==> src/core/ctic_pkg.sv <==
// constants for the channel threshold and inhibit configuration bank
package ctic_pkg;
   // =========================================================
   // register port
   localparam int unsigned CTIC_DATA_W = 32;
   localparam int unsigned CTIC_ADDR_W = 4;
   localparam int unsigned CTIC_IDX_W = 3;
   localparam int unsigned CTIC_WORDS = 8;
   localparam logic [CTIC_ADDR_W-1:0] CTIC_IDX_THR0 = 4'h0;
   localparam logic [CTIC_ADDR_W-1:0] CTIC_IDX_INH_LO0 = 4'h4;
   localparam logic [CTIC_ADDR_W-1:0] CTIC_IDX_INH_HI0 = 4'h6;
   localparam logic [CTIC_ADDR_W-1:0] CTIC_IDX_LAST = 4'h7;
   localparam logic [CTIC_DATA_W-1:0] CTIC_WORD_RST = 32'h0000_0000;
   localparam logic [CTIC_DATA_W-1:0] CTIC_UNMAPPED = 32'h0000_0000;
   // =========================================================
   // field layout
   localparam int unsigned CTIC_THR_BITS = 128;
   localparam int unsigned CTIC_INH_BITS = 64;
   localparam int unsigned CTIC_CODE_W = 4;
   localparam int unsigned CTIC_NUM_CH = 64;
   localparam int unsigned CTIC_HALF_CH = 32;
   localparam int unsigned CTIC_QUARTER_CH = 16;
   localparam int unsigned CTIC_GEN_BIT = 0;
   localparam int unsigned CTIC_TRIG_BIT = 1;
   localparam int unsigned CTIC_PAIR_W = 2;
   localparam int unsigned CTIC_LO_HALF_BASE = 32;
   localparam logic [CTIC_NUM_CH-1:0] CTIC_INH_RST = 64'h0;
endpackage : ctic_pkg

==> src/core/ctic_top.sv <==
// channel threshold and inhibit configuration bank, channels 33-64 thresholds
`timescale 1ns/1ns
`default_nettype none
// =========================================================
// Function
// - a 128-bit register holds one 4-bit threshold code per channel 33..64.
// - codes ascend by channel; channel 33 at bits 0-3, channel 64 at 124-127.
// - two 64-bit inhibit registers, channels 1..32 and 33..64, two bits each.
// - lower-half register descends: ch32 at 0-1..ch17 at 30-31, ch16 at 32-33..ch1.
// - upper-half register ascends: ch33 at 0-1, ch49 at 32-33, ch64 at 62-63.
// - lower bit of a pair is general inhibit, upper bit is trigger inhibit.
// - inhibit excludes from trigger building only, or trigger building plus hit register.
module ctic_top (
   // clock and reset
   input wire logic clock,
   input wire logic arst_n,
   // register port
   input wire logic [ctic_pkg::CTIC_ADDR_W-1:0] reg_addr,
   input wire logic [ctic_pkg::CTIC_DATA_W-1:0] reg_wdata,
   input wire logic reg_wr,
   input wire logic reg_rd,
   output logic [ctic_pkg::CTIC_DATA_W-1:0] reg_rdata,
   // threshold dac codes, channel 33 in the low nibble
   output logic [ctic_pkg::CTIC_THR_BITS-1:0] thr_code_upper,
   // per channel controls, bit n is channel n+1
   output logic [ctic_pkg::CTIC_NUM_CH-1:0] chan_inhibit,
   output logic [ctic_pkg::CTIC_NUM_CH-1:0] trig_inhibit,
   output logic [ctic_pkg::CTIC_NUM_CH-1:0] trig_build_excl,
   output logic [ctic_pkg::CTIC_NUM_CH-1:0] hit_reg_excl
);
   // =========================================================
   // bit position of a channel's pair in its inhibit register
   function automatic int unsigned lo_half_pos(input int unsigned ch);
      if (ch <= ctic_pkg::CTIC_QUARTER_CH) begin
         return ctic_pkg::CTIC_LO_HALF_BASE
                + ctic_pkg::CTIC_PAIR_W * (ctic_pkg::CTIC_QUARTER_CH - ch);
      end
      return ctic_pkg::CTIC_PAIR_W * (ctic_pkg::CTIC_HALF_CH - ch);
   endfunction : lo_half_pos

   function automatic int unsigned hi_half_pos(input int unsigned ch);
      return ctic_pkg::CTIC_PAIR_W * (ch - ctic_pkg::CTIC_HALF_CH - 1);
   endfunction : hi_half_pos

   // =========================================================
   // address decode and storage
   logic mapped;
   logic [ctic_pkg::CTIC_WORDS*ctic_pkg::CTIC_DATA_W-1:0] all_words;
   logic [ctic_pkg::CTIC_THR_BITS-1:0] thr_field;
   logic [ctic_pkg::CTIC_INH_BITS-1:0] inh_lo_field;
   logic [ctic_pkg::CTIC_INH_BITS-1:0] inh_hi_field;

   // unmapped writes are dropped, unmapped reads answer zero
   assign mapped = (reg_addr <= ctic_pkg::CTIC_IDX_LAST);

   ctic_word_mem u_mem (
      .clock(clock),
      .arst_n(arst_n),
      .wr_en(reg_wr && mapped),
      .wr_idx(reg_addr[ctic_pkg::CTIC_IDX_W-1:0]),
      .wr_data(reg_wdata),
      .rd_en(reg_rd && mapped),
      .rd_idx(reg_addr[ctic_pkg::CTIC_IDX_W-1:0]),
      .rd_data(reg_rdata),
      .all_words(all_words)
   );

   assign thr_field = all_words[ctic_pkg::CTIC_IDX_THR0*ctic_pkg::CTIC_DATA_W
                                +: ctic_pkg::CTIC_THR_BITS];
   assign inh_lo_field = all_words[ctic_pkg::CTIC_IDX_INH_LO0*ctic_pkg::CTIC_DATA_W
                                   +: ctic_pkg::CTIC_INH_BITS];
   assign inh_hi_field = all_words[ctic_pkg::CTIC_IDX_INH_HI0*ctic_pkg::CTIC_DATA_W
                                   +: ctic_pkg::CTIC_INH_BITS];

   // =========================================================
   // decoded outputs, registered so the analog side sees clean levels
   typedef struct packed {
      logic [ctic_pkg::CTIC_THR_BITS-1:0] thr;
      logic [ctic_pkg::CTIC_NUM_CH-1:0] gen;
      logic [ctic_pkg::CTIC_NUM_CH-1:0] trig;
      logic [ctic_pkg::CTIC_NUM_CH-1:0] build;
      logic [ctic_pkg::CTIC_NUM_CH-1:0] hit;
   } ctic_top_s;

   ctic_top_s state;
   ctic_top_s next_state;

   always_comb begin
      next_state = state;
      // word 0 low nibble is channel 33, ascending upward
      next_state.thr = thr_field;
      for (int unsigned ch = 1; ch <= ctic_pkg::CTIC_NUM_CH; ch++) begin
         if (ch <= ctic_pkg::CTIC_HALF_CH) begin
            next_state.gen[ch-1] = inh_lo_field[lo_half_pos(ch) + ctic_pkg::CTIC_GEN_BIT];
            next_state.trig[ch-1] = inh_lo_field[lo_half_pos(ch) + ctic_pkg::CTIC_TRIG_BIT];
         end else begin
            next_state.gen[ch-1] = inh_hi_field[hi_half_pos(ch) + ctic_pkg::CTIC_GEN_BIT];
            next_state.trig[ch-1] = inh_hi_field[hi_half_pos(ch) + ctic_pkg::CTIC_TRIG_BIT];
         end
      end
      // general inhibit drops the channel from the whole trigger data
      next_state.build = next_state.gen | next_state.trig;
      next_state.hit = next_state.gen;
   end

   always_ff @(posedge clock or negedge arst_n) begin
      if (!arst_n) begin
         state.thr <= '0;
         state.gen <= ctic_pkg::CTIC_INH_RST;
         state.trig <= ctic_pkg::CTIC_INH_RST;
         state.build <= ctic_pkg::CTIC_INH_RST;
         state.hit <= ctic_pkg::CTIC_INH_RST;
      end else begin
         state <= next_state;
      end
   end

   assign thr_code_upper = state.thr;
   assign chan_inhibit = state.gen;
   assign trig_inhibit = state.trig;
   assign trig_build_excl = state.build;
   assign hit_reg_excl = state.hit;
endmodule : ctic_top
`default_nettype wire

==> src/core/ctic_word_mem.sv <==
// word store for the configuration bank, flat view plus registered read port
`timescale 1ns/1ns
`default_nettype none
module ctic_word_mem (
   // clock and reset
   input wire logic clock,
   input wire logic arst_n,
   // write side
   input wire logic wr_en,
   input wire logic [ctic_pkg::CTIC_IDX_W-1:0] wr_idx,
   input wire logic [ctic_pkg::CTIC_DATA_W-1:0] wr_data,
   // read side
   input wire logic rd_en,
   input wire logic [ctic_pkg::CTIC_IDX_W-1:0] rd_idx,
   output logic [ctic_pkg::CTIC_DATA_W-1:0] rd_data,
   // all words, word k at bits 32k up
   output logic [ctic_pkg::CTIC_WORDS*ctic_pkg::CTIC_DATA_W-1:0] all_words
);
   // =========================================================
   // state
   typedef struct packed {
      logic [ctic_pkg::CTIC_WORDS-1:0][ctic_pkg::CTIC_DATA_W-1:0] words;
      logic [ctic_pkg::CTIC_DATA_W-1:0] rd_data;
   } ctic_mem_s;

   ctic_mem_s state;
   ctic_mem_s next_state;

   always_comb begin
      next_state = state;
      if (wr_en) begin
         next_state.words[wr_idx] = wr_data;
      end
      // read data stand one cycle only, zero otherwise
      next_state.rd_data = rd_en ? state.words[rd_idx] : ctic_pkg::CTIC_UNMAPPED;
   end

   always_ff @(posedge clock or negedge arst_n) begin
      if (!arst_n) begin
         state.words <= {ctic_pkg::CTIC_WORDS{ctic_pkg::CTIC_WORD_RST}};
         state.rd_data <= ctic_pkg::CTIC_UNMAPPED;
      end else begin
         state <= next_state;
      end
   end

   assign rd_data = state.rd_data;
   assign all_words = state.words;
endmodule : ctic_word_mem
`default_nettype wire

==> config.mk <==
export PLATFORM = sky130hd
export DESIGN_NAME = ctic_top
export DESIGN_NICKNAME = d
export VERILOG_FILES = /design/src/core/ctic_pkg.sv /design/src/core/ctic_top.sv /design/src/core/ctic_word_mem.sv
export SDC_FILE = /design/constraint.sdc
export NUM_CORES = 1
export LEC_CHECK = 0
export CELL_PAD_IN_SITES_DETAIL_PLACEMENT = 1
export CELL_PAD_IN_SITES_GLOBAL_PLACEMENT = 2
export CORE_MARGIN = 2
export CORE_UTILIZATION = 44
export CTS_CLUSTER_SIZE = 25
export DETAILED_ROUTE_END_ITERATION = 10
export DONT_BUFFER_PORTS = 1
export GPL_ROUTABILITY_DRIVEN = 0
export PLACE_DENSITY_LB_ADDON = 0.3
export SYNTH_ARGS = -nofsm -noshare
export SYNTH_HDL_FRONTEND = slang
export SYNTH_SLANG_ARGS = --single-unit
export TNS_END_PERCENT = 100
==> constraint.sdc <==
create_clock -name clock -period 1.5 [get_ports clock]
set_clock_uncertainty 0.15 [all_clocks]
set_input_delay 0.15 -clock clock [delete_from_list [all_inputs] [get_ports clock]]
set_output_delay 0.15 -clock clock [all_outputs]
set_load 0.005 [all_outputs]
### Word level (Yosys, flattened, before mapping)

Index checks and enable logic that the tools add are counted.

* register bits: 608
* latch bits: 0
* memory bits (writable): 0
* ROM bits: 0
* bits of input ports: 40
* output and inout port bits: 416
* word-level logic and storage cells: 26
* memories kept: 0

* add/subtract/negate cells: 0
* multiply operators: 0
* divide/modulo/power cells: 0
* $lt $le $gt $ge: 3
* equal/unequal tests: 0
* shift operators: 0
* multiplexer cells: 6
* bitwise gates (word level): 1
* reduce and logical (&&, ||, !) cells: 3

Operator list (count)
* bitwise mux 256 bit: 1
* binary-select mux 32 bit (select 3 bit): 1
* demux 32 bit (select 3 bit): 1
* 2-to-1 mux 32 bit: 3
* bitwise OR 64 bit: 1
* less-or-equal comparator 4 x 3 -> 1 bit, second input constant: 1
* < comparator 3 x 4 -> 1 bit, second input constant: 1
* >= comparator 3 x 1 -> 1 bit, second input constant: 1
* logical AND 1 bit: 3

### Longest topological paths before layout

* depth in word-level cells: 5
* gate-level depth with buffers: 7
* gate-level depth less buffers: 3

### By module

A second synthesis with hierarchy kept.

* cells, all modules: 1253
* area total of the unflattened synthesis: 21445.6 um2

Modules (own cells, without submodules)
* ctic_word_mem: times used 1, cells each 803, area each 12544.5 um2, seq. area each 7206.9 um2
* ctic_top: times used 1, cells each 450, area each 8901.0 um2, seq. area each 8007.7 um2

### Least setup slack after synthesis

OpenSTA, ideal clock, no wires.

* path kind: input -> register
* from: input reg_addr[0] in the netlist's numbering
* to: register u_mem.state, in the netlist u_mem.all_words[33]
* setup time: 125 ps
* data arrival time: 1560 ps
* required time: 1225 ps
* slack: -336 ps
* stages: 7
* path buffers: 4
* cells stage by stage: buf_2 > or3b_1 > buf_2 > or2_1 > buf_2 > buf_6 > mux2_4

* cells in the longest elaborated chain, start to end: 5

Ends and longest elaborated chain
* start: declaration: RTL line ctic_top.sv:18 `input wire logic [ctic_pkg::CTIC_ADDR_W-1:0] reg_addr,`
* < comparator 3 x 4 -> 1 bit (implied by the code) / >= comparator 3 x 1 -> 1 bit (equally long branches): RTL line ctic_word_mem.sv:32 `next_state.words[wr_idx] = wr_data;`
* logical AND 1 bit (implied by the code): RTL line ctic_word_mem.sv:32
* 2-to-1 mux 32 bit (implied by the code): RTL line ctic_word_mem.sv:32
* demux 32 bit (select 3 bit)
* bitwise mux 256 bit: RTL line ctic_word_mem.sv:32
* end signal: assignment: RTL line ctic_word_mem.sv:43 `state <= next_state;`
* end: declaration: RTL line ctic_word_mem.sv:26 `ctic_mem_s state;`

Several ways; a longest one is shown, not always the timed one.
A chain may end at the register's enable or synchronous reset.

==> flow_summary_export.csv <==
group,metric,value,unit
drt,detail_route.first_pass.iterations,4,
placement,placed_area,21970,um^2
yosys,synth_top_area_share,70.82,%
cells_and_area,layout-drive-gt1-share,40.67,%
yosys,synth_enable_flop_cells,0,
yosys,synth_top_cells_by_area,"sky130_fd_sc_hd__dfrtp_1 71%, sky130_fd_sc_hd__mux2_2 15%, sky130_fd_sc_hd__buf_4 2.2%",
timing,fin_ws,-0.005791,ns
timing,final.hold.worst_slack,-0.9224,ns
yosys,synthesis.nets,1347,
global_route,grt_pass1_wl,85820,um
placement,hpwlAfterDp,35380,um
power_and_ir_drop,power_density,1765,nW/um^2
setup_path,crit_type,"input pin to flip-flop",
cells_and_area,fin_cells,1988,
run,drv.max_cap_violation_count,0,
cts,cts.htree.levels,2,
power_and_ir_drop,share_comb_of_total_power,8.5,%
cells_and_area,final.fill_count,4405,
placement,buffer_ports.inserted,0,
setup_path,critical_path.max_stage_delay,0.58,ns
worst_hold_path,min-delay-path-class,"input pin to asynchronous set/reset pin",
cts,cts.path.max_buffers,3,
timing,tightest_slew,1.745,ns
die,die_w,225.0,um
setup_path,timing.critical_path.to_type,"flip-flop",
placement,place_worst_setup_slack,-0.2264,ns
power_and_ir_drop,reported_leakage_power,0.01115,uW
die,rows,80,
cts,tritoncts,"built",
die,floorplan.die_area,50610,um^2
power_and_ir_drop,share_seq_of_total_power,54.0,%
yosys,yosysWarnings,0,
yosys,yosysSeqAreaShare,70.82,%
setup_path,cp.arrival,1.87,ns
power_and_ir_drop,net-switching-power,11080,uW
timing,fmax,0.6641,GHz
setup_path,worstPathCellList,"dlygate4sd3_1, nand2b_1, dlygate4sd3_1, buf_4, nor3_1",
cts,num_cts_buffers,61,
yosys,ys_seq_elements,608,
drt,via_count,11030,
setup_path,worst_path_cell_with_the_longest_stage_delay,"sky130_fd_sc_hd__dlygate4sd3_1",
yosys,proportion_of_register_bits_with_asynchronous_set_or_reset_after_synthesis,100.0,%
drt,wire_per_inst,29.60,um
cts,clk-insertion-delay-late,0.61,ns
setup_path,worstPathMaxFanout,10,
die,io_pins,456,
cells_and_area,most_frequent_standard_cell_in_the_layout_excluding_fill_and_tap_cells,"sky130_fd_sc_hd__dfrtp_1",
yosys,syn-mean-instance-area,16.44,um^2
global_route,grt-ovfl-total,0,
setup_path,cp_common_cell,"sky130_fd_sc_hd__dlygate4sd3_1",
cells_and_area,layout.cells.most_common_list,"608 x sky130_fd_sc_hd__dfrtp_1, 292 x sky130_fd_sc_hd__mux2_2, 65 x sky130_fd_sc_hd__or2_2",
power_and_ir_drop,clock_power_share,37.5,%
yosys,syn-instance-count,1307,
global_route,global_route.usage.total,23.36,%
setup_path,worstSetupStartpointType,"input pin",
die,dieHeight,225.0,um
cells_and_area,post-route-util,51.43,%
yosys,synth.distinct_cells,32,
power_and_ir_drop,net_sw_share,25.47,%
timing,setup_total_negative_slack,-0.005791,ns
yosys,synthDominantAreaCellType,"sky130_fd_sc_hd__dfrtp_1",
drt,wirelength,58840,um
drt,drt.antenna.violating_nets,0,
placement,place_inst,1833,
global_route,first_global_vias,12010,
yosys,synth-main-ff-cell,"sky130_fd_sc_hd__dfrtp_1",
timing,timing.slew.headroom,-16.35,%
cts,tritoncts_num_sinks,608,
timing,timing.final.crit_share,100.4,%
timing,finalHoldViolCount,669,
cts,clk_root_buffer_cell,"sky130_fd_sc_hd__clkbuf_16",
setup_path,critical_path_required,1.86,ns
timing,slew_violations,133,
die,initial_utilization,44.81,%
cts,count_of_hold_buffers_inserted_by_post_cts_repair,40,
drt,drc,0,
global_route,grt_max_degree,609,
status,violations,"negative hold slack, max-slew violations, negative setup slack",
timing,final.min_clock_period,1.506,ns
timing,timing.final.setup_violations,1,
drt,number_of_design_rule_violations_left_by_the_first_detailed_router_iteration,612,
power_and_ir_drop,vdd.ir_drop.worst,0.0009756,V
power_and_ir_drop,internal_power,32440,uW
yosys,syn_area,21480,um^2
cts,clock_transition_at_the_registers_of_the_reported_paths,0.06,ns
status,result_of_the_run,"finished, violations left",
cells_and_area,syn_to_final_growth,14.77,%
global_route,grt_antenna_before_repair,2,
die,coreArea,47950,um^2
drt,detail_route.vias_per_cell,5.548,
timing,setup_repair_after_global_routing_missed_its_margin,"no",
cells_and_area,nets,1361,
cells_and_area,finish.instance_area,24660,um^2
[flip-flops by register name, indices dropped and copies added (netlist names)]
register         count
u_mem.all_words    256
chan_inhibit        64
trig_inhibit        64
u_mem.rd_data       32
thr_code_upper     128
trig_build_excl     64
[kinds of logic (layout without fill, tap and decap cells)]
family | after synthesis | count (layout) | synth area share (%)
AO/OA/AOI/OAI | 109 | 109 | 3.733
buffers and inverters | 130 | 195 | 3.681
flip-flops | 608 | 608 | 70.82
multiplexers | 351 | 351 | 18.78
other | 0 | 1 | 0
AND/OR/NAND/NOR | 109 | 109 | 2.988
[stage by stage]
stage / power, uW / hold slack, ns
after floorplan: 25810 / -0.2956
after global placement: 27040 / -0.2834
after detailed placement: 27240 / -0.2827
after CTS: 44030 / -0.9533
after global routing: 45420 / -0.9627
final: 43520 / -0.9224
[timing repair]
action / 4_1_cts / 5_1_grt
buffers inserted: 0 / 0
endpoints found under the setup margin: 0 / 5
endpoints found under the hold margin: 896 / 672
gates resized for setup: 0 / 5
[power by group through the flow]
| stage | clock (uW) | sequential (uW) | combinational, uW |
|---|---|---|---|
| after floorplan | 0 | 22300 | 3560 |
| after global placement | 0 | 23800 | 3270 |
| after detailed placement | 0 | 23800 | 3410 |
| after CTS | 16700 | 23600 | 3730 |
| after global routing | 17400 | 24000 | 4010 |
| final | 16300 | 23500 | 3700 |
[layer usage]
metal  share of wire, %  vias to the layer above  track usage [%]
li1                   -                     4561                -
met1                 42                     6066            30.86
met2                 49                      324            38.67
met3                6.2                       79            6.141
met4                1.9                        0            5.597
met5                  0                        -                0
[synthesized netlist by cell type, types with 3 or more instances]
library cell	instances
sky130_fd_sc_hd__o32ai_1	5
sky130_fd_sc_hd__buf_2	32
sky130_fd_sc_hd__buf_6	3
sky130_fd_sc_hd__a211o_1	15
sky130_fd_sc_hd__a21o_1	5
sky130_fd_sc_hd__buf_4	64
sky130_fd_sc_hd__o221ai_1	31
sky130_fd_sc_hd__mux2_1	5
sky130_fd_sc_hd__or2_2	64
sky130_fd_sc_hd__buf_1	7
sky130_fd_sc_hd__mux2_2	292
sky130_fd_sc_hd__o21ai_0	6
sky130_fd_sc_hd__nor2_1	3
sky130_fd_sc_hd__nor3_1	25
sky130_fd_sc_hd__clkbuf_1	23
sky130_fd_sc_hd__mux2i_1	24
sky130_fd_sc_hd__a211oi_1	5
sky130_fd_sc_hd__o22ai_1	24
sky130_fd_sc_hd__a21oi_1	15
sky130_fd_sc_hd__nand2b_1	8
sky130_fd_sc_hd__mux2_4	30
sky130_fd_sc_hd__dfrtp_1	608
[final timing paths]
path,start,end,slack (ns),depth (start not counted)
min reg2reg,u_mem.all_words[84],thr_code_upper[84],0.23,0
max in group asynchronous,arst_n,u_mem.all_words[183],0.71,0
max reg2reg,u_mem.all_words[145],u_mem.rd_data[17],0.12,3
max,reg_rd,u_mem.rd_data[15],-0.006,5
min in group clock,reg_addr[0],u_mem.rd_data[23],-0.23,2
min,arst_n,trig_build_excl[38],-0.92,0
[critical path: cells and delay by family]
kind                   cells  cell delay, ns
buffers and inverters      3            1.38
AND/OR/NAND/NOR            2            0.33
[cell type report]
type | count | area, um^2 | area share (%)
flip-flops and latches | 608 | 15210 | 61.70
multi-input cells | 569 | 5554 | 22.52
clock buffers | 77 | 1729 | 7.012
repair buffers | 80 | 920.9 | 3.735
well taps | 615 | 769.5 | 3.121
clock inverters | 37 | 464.2 | 1.882
inverters | 1 | 3.754 | 0.01522
diodes | 1 | 2.502 | 0.01015
Power figures use the tool's default switching activity.
